`config.mk`:
```
export PLATFORM = sky130hd
export DESIGN_NAME = tidc_core
export DESIGN_NICKNAME = d
export VERILOG_FILES = /design/src/core/tidc_pkg.sv /design/src/core/tidc_core.sv
export SDC_FILE = /design/constraint.sdc
export NUM_CORES = 1
export LEC_CHECK = 0
export BUFFER_PORTS_ARGS = -buffer_cell sky130_fd_sc_hd__buf_2
export CORE_UTILIZATION = 45
export DETAILED_ROUTE_END_ITERATION = 8
export HOLD_SLACK_MARGIN = 0.1
export PLACE_DENSITY = 0.65
export SLEW_MARGIN = 0
export SYNTH_ARGS = -nofsm -noshare
export SYNTH_HDL_FRONTEND = slang
export SYNTH_SLANG_ARGS = --single-unit
```
`constraint.sdc`:
```
create_clock -name clk_sys -period 1.8 [get_ports clk_sys]
set_clock_uncertainty 0.05 [all_clocks]
set_input_delay 0.18 -clock clk_sys [delete_from_list [all_inputs] [get_ports clk_sys]]
set_output_delay 0.18 -clock clk_sys [all_outputs]
set_load 0.01 [all_outputs]
```
`src/core/tidc_pkg.sv`:
```
// Package: register map, field positions and codes of the timer interrupt/DMA control block
package tidc_pkg;
    // ==========================================
    // Register offsets
    localparam logic [7:0] TIDC_OFS_CNT_PTR = 8'hf0;   // DMA counter pointer
    localparam logic [7:0] TIDC_OFS_ADR_PTR = 8'hf1;   // DMA address pointer
    localparam logic [7:0] TIDC_OFS_VECTOR = 8'hf2;    // Vector base
    localparam logic [7:0] TIDC_OFS_CONTROL = 8'hf3;   // Control
    localparam logic [7:0] TIDC_OFS_MASK = 8'hff;      // Mask
    // ==========================================
    // Reset values
    localparam logic [7:0] TIDC_RST_CONTROL = 8'hc7;
    localparam logic [7:0] TIDC_RST_MASK = 8'h00;
    localparam logic [7:0] TIDC_RST_ZERO = 8'h00;      // Undefined-reset registers start here
    // ==========================================
    // Mask register fields
    localparam int TIDC_M_GLOBAL = 7;
    localparam int TIDC_M_CP0_DMA = 6;
    localparam int TIDC_M_CP0_IRQ = 5;
    localparam int TIDC_M_CP1_IRQ = 4;
    localparam int TIDC_M_CM0_DMA = 3;
    localparam int TIDC_M_CM0_IRQ = 2;
    localparam int TIDC_M_CM1_IRQ = 1;
    localparam int TIDC_M_WRAP_IRQ = 0;
    // ==========================================
    // Control register fields
    localparam int TIDC_C_CP0_EOB = 7;
    localparam int TIDC_C_CM0_EOB = 6;
    localparam int TIDC_C_SRC_SEL = 5;
    localparam int TIDC_C_DST_SEL = 4;
    localparam int TIDC_C_SWAP = 3;
    localparam int TIDC_C_PRIO_HI = 2;
    // ==========================================
    // Pointer fields
    localparam int TIDC_P_HIGH_LO = 2;                 // Lowest of the six high bits
    localparam int TIDC_P_CHAN = 1;
    localparam int TIDC_P_SEL = 0;
    // ==========================================
    // Flag register fields (from the timer)
    localparam int TIDC_F_CP0 = 7;
    localparam int TIDC_F_CP1 = 6;
    localparam int TIDC_F_CM0 = 5;
    localparam int TIDC_F_CM1 = 4;
    localparam int TIDC_F_WRAP = 3;
    localparam int TIDC_F_AND = 0;
    // ==========================================
    // Vector group codes
    localparam logic [1:0] TIDC_GRP_WRAP = 2'h0;
    localparam logic [1:0] TIDC_GRP_CAPT = 2'h2;
    localparam logic [1:0] TIDC_GRP_COMP = 2'h3;
    // Request group
    typedef enum logic [1:0] {TIDC_REQ_NONE, TIDC_REQ_WRAP, TIDC_REQ_CAPT, TIDC_REQ_COMP} tidc_req_t;
endpackage : tidc_pkg

```
`src/core/tidc_core.sv`:
```
// Interrupt and DMA control section of a 16-bit multifunction timer
`timescale 1ns/1ps
// ==========================================
// Notes on behaviour
// RULE1: Global enable off suppresses all interrupts
// RULE2: Capture-0 DMA arm cleared at block end
// RULE3: Capture-0 mask enables capture or end-of-block
// RULE4: Capture-1 and compare-1 masks gate their interrupts
// RULE5: Compare-0 DMA arm cleared at block end
// RULE6: Compare-0 mask enables match or end-of-block
// RULE7: Wrap mask gates overflow/underflow interrupt
// RULE8: Counter pointer high bits; swap toggles lowest
// RULE9: Hardware drives channel select, compare is one
// RULE10: Area select: memory zero, register file one
// RULE11: Memory select picks segment register for memory
// RULE12: Address pointer high bits; swap toggles lowest
// RULE13: Register-file DMA ignores address pointer, swap table
// RULE14: Vector register holds five programmable top bits
// RULE15: Vector group code set by raising group
// RULE16: Vector lowest bit always reads zero
// RULE17: Capture-0 end flag: set by swap, else one
// RULE18: Compare-0 end flag: set by swap, else one
// RULE19: Capture DMA source select: register or port
// RULE20: Compare DMA destination select: register or port
// RULE21: Swap enable covers both DMA channels
// RULE22: Three-bit priority level presented with requests
// RULE23: Request needs global enable, mask and flag
module tidc_core
    import tidc_pkg::*;
(
    input wire logic clk_sys,
    input wire logic reset,
    input wire logic [7:0] reg_addr,
    input wire logic [7:0] reg_wdata,
    input wire logic reg_write,
    input wire logic reg_read,
    output logic [7:0] reg_rdata,
    input wire logic [7:0] timer_flag_reg,
    input wire logic capture0_eob_event,
    input wire logic compare0_eob_event,
    input wire logic dma_active_compare,
    output logic irq_request,
    output logic [7:0] irq_vector,
    output logic [2:0] priority_level,
    output logic capture0_dma_req,
    output logic compare0_dma_req,
    output logic dma_use_regfile,
    output logic dma_use_dma_segment,
    output logic [7:0] dma_counter_addr,
    output logic [7:0] dma_address_addr,
    output logic capture_dma_source_sel,
    output logic compare_dma_dest_sel
);
    // ==========================================
    // Register storage
    logic [7:0] mask_reg;           // Mask register
    logic [7:0] control_reg;        // Control register

    logic [7:2] counter_ptr_high;   // Counter pointer top bits
    logic counter_sel_reg;          // Area select
    logic [7:2] address_ptr_high;   // Address pointer top bits

    logic segment_sel_reg;          // Memory segment select

    logic [7:3] vector_high_reg;    // Vector top bits

    logic [1:0] group_reg;          // Last raised group
    logic chan_reg;                 // Channel select, hardware owned

    tidc_req_t req_next;            // Group wanting service
    logic req_any;
    logic capt_src;

    logic wr_mask;
    logic wr_ctrl;

    // ==========================================
    // Usage notes
    // Strobes last one cycle
    // Reads never wait
    // Read data stands one cycle
    // Unmapped reads give zero
    // Unmapped writes are dropped

    // Mask clears on reset
    // Control resets to c7
    // Pointers reset to zero
    // Vector resets to zero

    // Flags come from the timer
    // Flags share this clock
    // Block ends come from the core
    // Core marks compare service

    // Compare wins over capture
    // Capture wins over wrap
    // Group code latched on request
    // Vector follows a cycle later

    // Arm bits drop at block end
    // Hardware clear beats a write
    // Table flips on compare end
    // Capture end keeps the tables

    // Priority shows a cycle late
    // Selects show a cycle late
    // Swap covers both channels

    // AND capture skips block ends
    // Code 01 never appears

    assign wr_mask = reg_write && (reg_addr == TIDC_OFS_MASK);
    assign wr_ctrl = reg_write && (reg_addr == TIDC_OFS_CONTROL);

    // ==========================================
    // Mask register; hardware clear of arm bits beats a software write in that cycle
    // so a finished block is never re-armed by a stale write image
    // Masks are software bits
    always_ff @(posedge clk_sys) begin
        if (reset) begin
            mask_reg <= TIDC_RST_MASK;
        end else begin
            if (wr_mask) begin
                mask_reg <= reg_wdata;                            // RULE4 RULE7
            end
            if (capture0_eob_event) begin
                mask_reg[TIDC_M_CP0_DMA] <= 1'b0;                 // RULE2
            end
            if (compare0_eob_event) begin
                mask_reg[TIDC_M_CM0_DMA] <= 1'b0;                 // RULE5
            end
        end
    end

    // ==========================================
    // Control register; end flags set by hardware win over software clear
    // Swap off holds both flags
    always_ff @(posedge clk_sys) begin
        if (reset) begin
            control_reg <= TIDC_RST_CONTROL;
        end else begin
            if (wr_ctrl) begin
                control_reg <= reg_wdata;                         // RULE19 RULE20 RULE21 RULE22
            end
            // Pending swap value counts
            if (!(wr_ctrl ? reg_wdata[TIDC_C_SWAP] : control_reg[TIDC_C_SWAP])) begin
                // Swap off: both end flags pinned high
                control_reg[TIDC_C_CP0_EOB] <= 1'b1;              // RULE17
                control_reg[TIDC_C_CM0_EOB] <= 1'b1;              // RULE18
            end else begin
                if (capture0_eob_event) begin
                    control_reg[TIDC_C_CP0_EOB] <= 1'b1;          // RULE17
                end
                if (compare0_eob_event) begin
                    control_reg[TIDC_C_CM0_EOB] <= 1'b1;          // RULE18
                end
            end
        end
    end

    // ==========================================
    // Pointer registers; swap toggles the lowest high bit on compare-0 block end
    // Capture end moves nothing
    always_ff @(posedge clk_sys) begin
        if (reset) begin
            counter_ptr_high <= TIDC_RST_ZERO[7:2];
            counter_sel_reg <= 1'b0;
            address_ptr_high <= TIDC_RST_ZERO[7:2];
            segment_sel_reg <= 1'b0;
        end else begin
            if (reg_write && reg_addr == TIDC_OFS_CNT_PTR) begin
                counter_ptr_high <= reg_wdata[7:2];               // RULE8
                counter_sel_reg <= reg_wdata[TIDC_P_SEL];         // RULE10
            end

            if (reg_write && reg_addr == TIDC_OFS_ADR_PTR) begin
                address_ptr_high <= reg_wdata[7:2];               // RULE12
                segment_sel_reg <= reg_wdata[TIDC_P_SEL];         // RULE11
            end

            if (compare0_eob_event && control_reg[TIDC_C_SWAP]) begin
                // Swap: flip to the other table
                counter_ptr_high[TIDC_P_HIGH_LO] <= ~counter_ptr_high[TIDC_P_HIGH_LO]; // RULE8
                address_ptr_high[TIDC_P_HIGH_LO] <= ~address_ptr_high[TIDC_P_HIGH_LO]; // RULE12
            end
        end
    end

    // Channel select follows the active DMA channel
    // Writes to it are dropped
    always_ff @(posedge clk_sys) begin
        if (reset) begin
            chan_reg <= 1'b0;
        end else begin
            chan_reg <= dma_active_compare;                       // RULE9
        end
    end

    // ==========================================
    // Vector top bits
    // Low three bits are hardware
    always_ff @(posedge clk_sys) begin
        if (reset) begin
            vector_high_reg <= TIDC_RST_ZERO[7:3];
        end else if (reg_write && reg_addr == TIDC_OFS_VECTOR) begin
            vector_high_reg <= reg_wdata[7:3];                    // RULE14
        end
    end

    // ==========================================
    // Request decode; compare before capture before wrap (fixed order, my pick)
    // One group shown at a time
    always_comb begin
        req_next = TIDC_REQ_NONE;
        // Capture group: OR or AND of both registers
        capt_src = timer_flag_reg[TIDC_F_AND] ?
            (timer_flag_reg[TIDC_F_CP0] && mask_reg[TIDC_M_CP0_IRQ] &&
             timer_flag_reg[TIDC_F_CP1] && mask_reg[TIDC_M_CP1_IRQ]) :
            ((timer_flag_reg[TIDC_F_CP0] && mask_reg[TIDC_M_CP0_IRQ] &&
              !mask_reg[TIDC_M_CP0_DMA]) ||                       // RULE3
             (timer_flag_reg[TIDC_F_CP1] && mask_reg[TIDC_M_CP1_IRQ]) || // RULE4
             (capture0_eob_event && mask_reg[TIDC_M_CP0_IRQ] && mask_reg[TIDC_M_CP0_DMA]));
        // Compare, capture, wrap
        if (mask_reg[TIDC_M_GLOBAL]) begin                        // RULE1 RULE23
            if ((timer_flag_reg[TIDC_F_CM0] && mask_reg[TIDC_M_CM0_IRQ] &&
                 !mask_reg[TIDC_M_CM0_DMA]) ||                    // RULE6
                (compare0_eob_event && mask_reg[TIDC_M_CM0_IRQ] && mask_reg[TIDC_M_CM0_DMA]) ||
                (timer_flag_reg[TIDC_F_CM1] && mask_reg[TIDC_M_CM1_IRQ])) begin // RULE4
                req_next = TIDC_REQ_COMP;
            end else if (capt_src) begin
                req_next = TIDC_REQ_CAPT;                         // RULE3
            end else if (timer_flag_reg[TIDC_F_WRAP] && mask_reg[TIDC_M_WRAP_IRQ]) begin
                req_next = TIDC_REQ_WRAP;                         // RULE7
            end
        end

        req_any = (req_next != TIDC_REQ_NONE);
    end

    // Latch group code of the request being presented
    // Idle keeps the last code
    always_ff @(posedge clk_sys) begin
        if (reset) begin
            group_reg <= TIDC_GRP_WRAP;
        end else begin
            unique case (req_next)
                TIDC_REQ_WRAP: group_reg <= TIDC_GRP_WRAP;        // RULE15
                TIDC_REQ_CAPT: group_reg <= TIDC_GRP_CAPT;        // RULE15
                TIDC_REQ_COMP: group_reg <= TIDC_GRP_COMP;        // RULE15
                TIDC_REQ_NONE: group_reg <= group_reg;            // Hold last code
            endcase
        end
    end

    // ==========================================
    // Registered outputs
    // All outputs leave flip-flops
    always_ff @(posedge clk_sys) begin
        if (reset) begin
            // Quiet after reset
            irq_request <= 1'b0;
            priority_level <= TIDC_RST_CONTROL[TIDC_C_PRIO_HI:0];
            capture0_dma_req <= 1'b0;
            compare0_dma_req <= 1'b0;
            dma_use_regfile <= 1'b0;
            dma_use_dma_segment <= 1'b0;
            dma_counter_addr <= TIDC_RST_ZERO;
            dma_address_addr <= TIDC_RST_ZERO;
            capture_dma_source_sel <= 1'b0;
            compare_dma_dest_sel <= 1'b0;
        end else begin
            // Request and level
            irq_request <= req_any;                               // RULE23
            priority_level <= control_reg[TIDC_C_PRIO_HI:0];      // RULE22
            // DMA requests need the arm bit and the event flag
            capture0_dma_req <= mask_reg[TIDC_M_CP0_DMA] && timer_flag_reg[TIDC_F_CP0];
            compare0_dma_req <= mask_reg[TIDC_M_CM0_DMA] && timer_flag_reg[TIDC_F_CM0];

            dma_use_regfile <= counter_sel_reg;                   // RULE10
            // Segment choice only matters for memory
            dma_use_dma_segment <= !counter_sel_reg && segment_sel_reg; // RULE11
            dma_counter_addr <= {counter_ptr_high, chan_reg, counter_sel_reg};
            // Register file mode: only the table bit survives
            dma_address_addr <= counter_sel_reg ?
                {5'h00, address_ptr_high[TIDC_P_HIGH_LO], 2'h0} : // RULE13
                {address_ptr_high, chan_reg, segment_sel_reg};

            capture_dma_source_sel <= control_reg[TIDC_C_SRC_SEL]; // RULE19
            compare_dma_dest_sel <= control_reg[TIDC_C_DST_SEL];  // RULE20
        end
    end

    // Vector output: bit 0 always zero
    // Entries stay 16-bit aligned
    always_ff @(posedge clk_sys) begin
        if (reset) begin
            irq_vector <= TIDC_RST_ZERO;
        end else begin
            irq_vector <= {vector_high_reg, group_reg, 1'b0};     // RULE16
        end
    end

    // ==========================================
    // Read port; unmapped addresses read zero
    // Data stands one cycle only
    always_ff @(posedge clk_sys) begin
        if (reset) begin
            reg_rdata <= TIDC_RST_ZERO;
        end else if (reg_read) begin
            unique case (reg_addr)
                // Mapped registers
                TIDC_OFS_MASK: reg_rdata <= mask_reg;
                TIDC_OFS_CONTROL: reg_rdata <= control_reg;
                TIDC_OFS_CNT_PTR: reg_rdata <= {counter_ptr_high, chan_reg, counter_sel_reg};
                TIDC_OFS_ADR_PTR: reg_rdata <= {address_ptr_high, chan_reg, segment_sel_reg};
                TIDC_OFS_VECTOR: reg_rdata <= {vector_high_reg, group_reg, 1'b0}; // RULE16
                default: reg_rdata <= TIDC_RST_ZERO;
            endcase
        end else begin
            reg_rdata <= TIDC_RST_ZERO;
        end
    end
endmodule : tidc_core

```
; Yosys cells after proc, flatten, opt, wreduce, memory -nomap -nowiden
; Cells that the tools add are included.
; W data, S select, Z words.
[totals]
wordCells = 92
ff_bits = 80
out_inout_bits = 42
[classes]
n_bitwise = 4
reduce_logical = 39
mux = 12
n_eq_ne = 8
[op_table]
columns = operator, n
row1 = $eq A8 B8 Y1 const B, 5
row2 = $pmux W8 S5, 1
row3 = $logic_and A1 B1 Y1, 22
row4 = $reduce_or A2 Y1, 4
row5 = $mux W1, 7
row6 = $mux W2, 3
row7 = $pmux W2 S3, 1
row8 = $reduce_bool A2 Y1, 3
row9 = $reduce_or A3 Y1, 2
row10 = $eq A2 B2 Y1 const B, 2
row11 = $logic_or A1 B1 Y1, 4
row12 = $not A1 Y1, 4
row13 = $logic_not A1 Y1, 3
row14 = $eq A2 B1 Y1 const B, 1
row15 = $logic_not A2 Y1, 1

; Longest topological paths before layout
; Gate-level depths: netlist (run 1).
[depth]
depth_word = 10
depth_mapped = 6

; Least setup slack after synthesis (run 1)
; OpenSTA, ideal clock, no wires.
[synth_path]
path_kind = input to register
start = input port reg_addr[1]
end = register control_reg[6]
arrival_time_ps = 1449
path_buffers = 1
cell_stages = 5
slack_ps = 172
path_cell_list = buf_4 or3b_4 nor3_4 mux2i_1 o21ai_0
[synth_between]
elab_chain_cells = 5
[synth_rtl]
columns = element, line_no
row1 = "start, declared", tidc_core.sv:33  ; input wire logic [7:0] reg_addr,
row2 = $eq A8 B8 Y1 (*), tidc_core.sv:113  ; assign wr_ctrl = reg_write && (reg_addr == TIDC_OFS_CONTROL);
row3 = $logic_and A1 B1 Y1 (*), tidc_core.sv:113
row4 = $mux W1, tidc_core.sv:146  ; if (!(wr_ctrl ? reg_wdata[TIDC_C_SWAP] : control_reg[TIDC_C_SWAP])) begin
row5 = $not A1 Y1 (no line), -
row6 = $reduce_or A3 Y1 (no line), -
row7 = "end signal, assigned", tidc_core.sv:143  ; control_reg <= reg_wdata;
row8 = "end, declared", tidc_core.sv:57  ; logic [7:0] control_reg;
; Every way passes the cells marked *; elsewhere a longest branch is shown, timed or not.
; A chain may end at the register's enable or synchronous reset.

; Worst setup path after layout (run 1)
[layout_path]
start = input port compare0_eob_event
end = register irq_request
[layout_between]
elab_chain_cells = 7
[layout_rtl]
columns = element, line_no
row1 = "start, declared", tidc_core.sv:40  ; input wire logic compare0_eob_event,
row2 = $logic_and A1 B1 Y1 (2 in a row), tidc_core.sv:227  ; (compare0_eob_event && mask_reg[TIDC_M_CM0_IRQ] && mask_reg[TIDC_M_CM0_DMA]) ||
row3 = $logic_or A1 B1 Y1, tidc_core.sv:226  ; !mask_reg[TIDC_M_CM0_DMA]) ||
row4 = $logic_or A1 B1 Y1, tidc_core.sv:227
row5 = $mux W2, tidc_core.sv:225  ; if ((timer_flag_reg[TIDC_F_CM0] && mask_reg[TIDC_M_CM0_IRQ] &&
row6 = $mux W2, tidc_core.sv:224  ; if (mask_reg[TIDC_M_GLOBAL]) begin
row7 = $reduce_bool A2 Y1, tidc_core.sv:237  ; req_any = (req_next != TIDC_REQ_NONE);
row8 = "end signal, assigned", tidc_core.sv:273  ; irq_request <= req_any;
row9 = "end, declared", tidc_core.sv:42  ; output logic irq_request,
; Every way passes these cells.

==> impl_metrics.tcl, run 1 <==
set metrics [dict create \
    status "finished, final reports clean" \
    start_kind "input pin" \
    reg2reg_slack_ns 0.29 \
    ys_seq_area_share_pct 54.0 \
    place_ws_ns 0.130 \
    ys_ff_latch 78 \
    worst_slack_ns 0.137 \
    wl_per_cell_um 15.3 \
    critPathTopFamily "buffers and inverters" \
    synth_nets 319 \
    hold_viol_final 0 \
    synth.distinct_cells 38 \
    hold_class "in2reg" \
    min_path_cells 3 \
    slew_headroom_pct 47.9 \
    cts.sinks 78 \
    grt_use_total_pct 22.8 \
    min_period_ns 1.66 \
    startpoint "compare0_eob_event" \
    fmax_mhz 601 \
    fp.dieW_um 82.2 \
    p_leak_nw 1.58 \
    post-route-period-util_pct 92.4 \
    synth_top_family_by_area "simple AND/OR/NAND/NOR gates" \
    arrival_ns 1.82 \
    crit_chain "dlygate4sd3_1, buf_2, mux2_2, a22o_1, a211oi_1, a21oi_1" \
    crit_buf_inv 2 \
    postCtsSetupRepairBufs 0 \
    n_antenna_cell 0 \
    synth_simple_gate_area_share_pct 21.9 \
    r2r-start "mask_reg[3]" \
    slew_viol_final 0 \
    cts_root_buf "clkbuf_8" \
    synthTopCellsByArea "dfxtp_1, mux2i_1, nor2b_1" \
    clk_latency_ns 0.34 \
    rr_worst_depth 4 \
    synth_xor_xnor_area_share_pct 0 \
    synth-warning-count 0 \
    place_congestion 0.888 \
    via_per_inst 5.19 \
    ant_nets 0 \
    vias 2386 \
    place_hpwl_um 5020 \
    drt-total-wl_um 7060 \
    first_pass_iters 5 \
    setup_viol 0 \
    cts_made_buffers 9 \
    dpl_cell_area_um2 3380 \
    start_util_pct 47.7 \
    synth_area_leader_cell "dfxtp_1" \
    synth_edf_count 0 \
    clkTransAtPathRegs_ns 0.07 \
    cp_max_fo 7 \
    clockBufferDepth 2 \
    die_area_um2 6750 \
    final_cell_area_um2 3660 \
    drt_iter0_drc 97 \
    drive_above_1_share_pct 28.3 \
    synthAdderAreaFrac_pct 0 \
    core_area_um2 6060 \
    grt_max_degree 35 \
    nNetsFinal 412 \
    syn-instance-count 288 \
    synth_compound_area_share_pct 9.13 \
    ys_async_sr_fraction_pct 0 \
    tns_ns 0 \
    path_depth 6 \
    ios 73 \
    crit_required_ns 1.96 \
    vdd_drop_max_v 0.000587 \
    worstSetupEndpointType "flip-flop" \
    maxCapViolCount 0 \
    criticalPathCategory "in2reg" \
    grt_pass1_wl_um 11100 \
    overflow 0 \
    io_buffers 69 \
    placementRows 28 \
    synth_ff_type "dfxtp_1" \
    grt_pass1_vias 2197 \
    drc 0 \
    synthMuxAreaShare_pct 12.1 \
    areaGrowthSynthToFinish_pct 26.7 \
    slowest_delay_ns 0.53 \
    reg2reg_to "irq_request" \
    rsz0062_at_grt "false" \
    cts_tree "built" \
    die_h_um 82.2 \
    h-tree-depth 3 \
    worst_slew_pin_slew_ns 0.778 \
    antenna_found_initial 0 \
    netlist.area_leader.share_pct 54.0 \
    cp_slowest_cell "dlygate4sd3_1" \
    cp-endpoint "irq_request" \
    netlist_area_um2 2890 \
    syn_area_per_cell_um2 10.0 \
    power_density_nw_per_um2 831 \
]
cells in the final DEF, fill, tap and decap left out, types with 2 or more instances in the layout:
cell           Yosys  routed
buf_2              2      69
and3_1             3       3
or2_2              3       3
mux4_2             3       3
a211oi_1           2       2
clkbuf_1           7       3
a22oi_1            8       8
nor3b_1            4       4
nor2_1            23      23
a21oi_1           16      16
o21ai_0            4       4
dfxtp_1           78      78
clkbuf_8           0      11
mux2i_1           27      27
nor3_2             2       2
buf_4              3      16
inv_1              4       4
nor3_1             7       7
nand3_1           15      15
o22a_1             4       4
nand2_1           29      29
nor2b_1           19      19
and2_1             8       8
dlygate4sd3_1      0      11
power by group:
part | switching [mW] | internal, mW | leakage, nW | total [mW]
logic | 0.102 | 0.0733 | 0.862 | 0.176
clock network | 0.568 | 0.569 | 0.0865 | 1.14
registers | 0.00151 | 1.73 | 0.629 | 1.73
kinds of logic (layout without fill, tap and decap cells):
group / count (synthesis) / in the layout
multiplexers: 31 / 31
AND/OR/NAND/NOR: 120 / 120
flip-flops: 78 / 78
other: 1 / 1
buffers and inverters: 18 / 115
AO/OA/AOI/OAI: 40 / 40
timing repair:
item | in CTS | in global routing
hold buffers | 11 | 0
endpoints found under the hold margin | 16 | 0
gates resized for setup | 0 | 0
worst min path at each step:
stage                  startpoint                  to  slack (ns)
2_1_floorplan  compare0_eob_event         mask_reg[3]        0.21
3_3_place_gp   dma_active_compare            chan_reg        0.35
3_5_place_dp   dma_active_compare            chan_reg        0.36
4_1_cts              reg_wdata[6]  vector_high_reg[6]        0.10
5_1_grt              reg_wdata[6]  vector_high_reg[6]        0.10
6_report             reg_wdata[6]  vector_high_reg[6]        0.12
worst register-to-register path: stages (launching register included):
cell      delay (ns)
dfxtp_1         0.34
mux2_2          0.34
a22o_1          0.21
a211oi_1        0.33
a21oi_1         0.13
per-stage QoR:
stage          total power [mW]  std cells  utilization, %  hold WS [ns]
6_report                   3.04        460            60.4         0.117
5_1_grt                    3.16        460            60.4         0.101
4_1_cts                    3.07        460            60.4         0.102
3_5_place_dp               1.92        434            55.8         0.356
3_3_place_gp               1.92        434            55.8         0.348
2_1_floorplan              1.84        288               -         0.209
per-layer routing:
metal	GRT usage (%)	part of all wire (%)	vias up
met5	0	0	-
met4	7.02	1.1	0
met1	30.9	46	1127
li1	-	-	1182
met3	5.93	5.3	6
met2	35.4	48	71
cell type report:
class                      instances  area, um2
clock buffer                      14        163
clock inverter                     1       5.00
fill                             534       2400
inverter                           4       15.0
multi-input combinational        192       1250
sequential                        78       1560
tap                               75       93.8
timing repair buffer              96        576
synth_stat cells, types with 2 or more instances:
master and number:
o22a_1 4, mux2i_1 27, nor3_1 7, a22oi_1 8, nor2b_1 19, dfxtp_1 78, nor3b_1 4, clkbuf_1 7
mux4_2 3, o21ai_0 4, a211oi_1 2, buf_1 2, a21oi_1 16, buf_2 2, nand2_1 29, and2_1 8
nor3_2 2, nor2_1 23, or2_2 3, and3_1 3, nand3_1 15, buf_4 3, inv_1 4
(Power assumes the default switching activity.)
==> run 2: changes to the inputs <==
MAX_ROUTING_LAYER = met4   (was default)
SLEW_MARGIN = 20   (was 0)
==> run 2 against run 1 <==
Against the previous run: worst setup slack lost 0.032 ns; global-route usage grew 0.12 points; cell area shrank 0.48%; final cell count shrank 0.22%; register-to-register slack lost 0.06 ns; core utilization shrank 0.29 points; first-iteration DRC count grew 46%; clock-buffer cell count shrank 2.
==> impl_metrics.tcl, run 2 (synthesis gave the netlist of run 1 again) <==
set metrics [dict create \
    rsz0062_at_grt "false" \
    criticalPathCategory "in2reg" \
    cts_tree "built" \
    ant_nets 0 \
    nNetsFinal 410 \
    clockBufferDepth 2 \
    min_period_ns 1.70 \
    grt_pass1_vias 2190 \
    post-route-period-util_pct 94.2 \
    tns_ns 0 \
    place_congestion 0.893 \
    p_total_mw 3.03 \
    maxCapViolCount 0 \
    core_area_um2 6060 \
    holdWs_ns 0.114 \
    clockPowerShare_pct 37.4 \
    fmax_mhz 590 \
    antenna_found_initial 0 \
    n_antenna_cell 0 \
    final_core_util_pct 60.1 \
    h-tree-depth 3 \
    overflow 0 \
    areaGrowthSynthToFinish_pct 26.0 \
    p_int_mw 2.33 \
    fp.dieW_um 82.2 \
    power_density_nw_per_um2 832 \
    grt_max_degree 34 \
    drt_iter0_drc 142 \
    crit_required_ns 1.97 \
    start_kind "input pin" \
    setup_viol 0 \
    p_leak_nw 1.57 \
    via_per_inst 5.27 \
    fillers 551 \
    regArea_um2 1560 \
    status "finished, final reports clean" \
    clk_latency_ns 0.34 \
    netSwitchingFraction_pct 23.1 \
    worst_slew_pin_slew_ns 0.758 \
    seq_power_share_pct 57.0 \
    hold_class "in2reg" \
    cts-resized-gates 0 \
    drc 0 \
    worstSetupEndpointType "flip-flop" \
    vdd_drop_max_v 0.000517 \
    cp_max_fo 7 \
    cts_made_buffers 9 \
    placementRows 28 \
    combPwrFrac_pct 5.6 \
    die_area_um2 6750 \
    start_util_pct 47.7 \
    postCtsSetupRepairBufs 0 \
    grt_pass1_wl_um 10800 \
    multiInputGateArea_um2 1250 \
    wl_per_cell_um 15.0 \
    drt-total-wl_um 6880 \
    io_buffers 69 \
    reg2reg_slack_ns 0.23 \
    drive_above_1_share_pct 28.6 \
    layout_common_cells "dfxtp_1, buf_2, nand2_1, mux2i_1, nor2_1" \
    arrival_ns 1.86 \
    final_cell_area_um2 3640 \
    cts_root_buf "clkbuf_8" \
    dpl_cell_area_um2 3380 \
    grt_use_total_pct 22.9 \
    clkTransAtPathRegs_ns 0.08 \
    final_common_cell "dfxtp_1" \
    die_h_um 82.2 \
    place_hpwl_um 5070 \
    ios 73 \
    first_pass_iters 4 \
    vias 2417 \
    switchingPower_mw 0.702 \
    slew_headroom_pct 49.2 \
    cts.sinks 78 \
    slew_viol_final 0 \
    hold_viol_final 0 \
]
## run 2: cell count changes in the layout (fill, tap and decap cells not counted)
cell	change
clkbuf_1	-1
clkinv_2	+2
buf_4	-1
dlygate4sd3_1	-1
clkbuf_8	-1
clkinvlp_4	+1
## run 2: layer usage
layer	up-vias	part of all wire (%)	track usage, %
met5	-	0	-
met4	0	2.4	11.2
met3	18	7.1	5.60
met2	89	46	33.2
met1	1127	44	29.7
li1	1183	-	-
## run 2: final timing paths
check | start | to | depth (start not counted)
worst max-delay path | compare0_eob_event | group_reg[1] | 6
worst min register to register | vector_high_reg[4] | vector_high_reg[4] | 2
worst max register to register | mask_reg[3] | group_reg[1] | 4
worst min-delay path | reg_wdata[4] | vector_high_reg[4] | 3
## run 2: through the flow
step	cells	setup slack [ns]
2_1_floorplan	288	0.172
3_3_place_gp	433	0.0947
3_5_place_dp	433	0.0557
4_1_cts	459	0.158
5_1_grt	459	0.0726
6_report	459	0.105
## run 2: layout make-up
cell class | instances | area share, %
Tap cell | 75 | 2.57
Timing Repair Buffer | 94 | 15.3
Clock inverter | 4 | 0.618
Clock buffer | 12 | 3.98
Multi-Input combinational cell | 192 | 34.3
Sequential cell | 78 | 42.8
Inverter | 4 | 0.412
## run 2: repair_timing
action                     CTS  global route
hold endpoints to repair    15             0
setup endpoints to repair    0             0
hold buffers                10             0
## run 2: power groups by stage
stage          Sequential (mW)  Combinational [mW]  Clock (mW)
2_1_floorplan             1.77              0.0710           0
3_3_place_gp              1.77               0.151           0
3_5_place_dp              1.77               0.152           0
4_1_cts                   1.73               0.169        1.16
5_1_grt                   1.73               0.183        1.24
6_report                  1.73               0.170        1.13
## run 2: worst max-delay path, cell delays in order
cell and delay, ns:
dlygate4sd3_1 0.53, buf_2 0.16, mux2_2 0.29, a22o_1 0.21, a211oi_1 0.36, o21ai_0 0.14
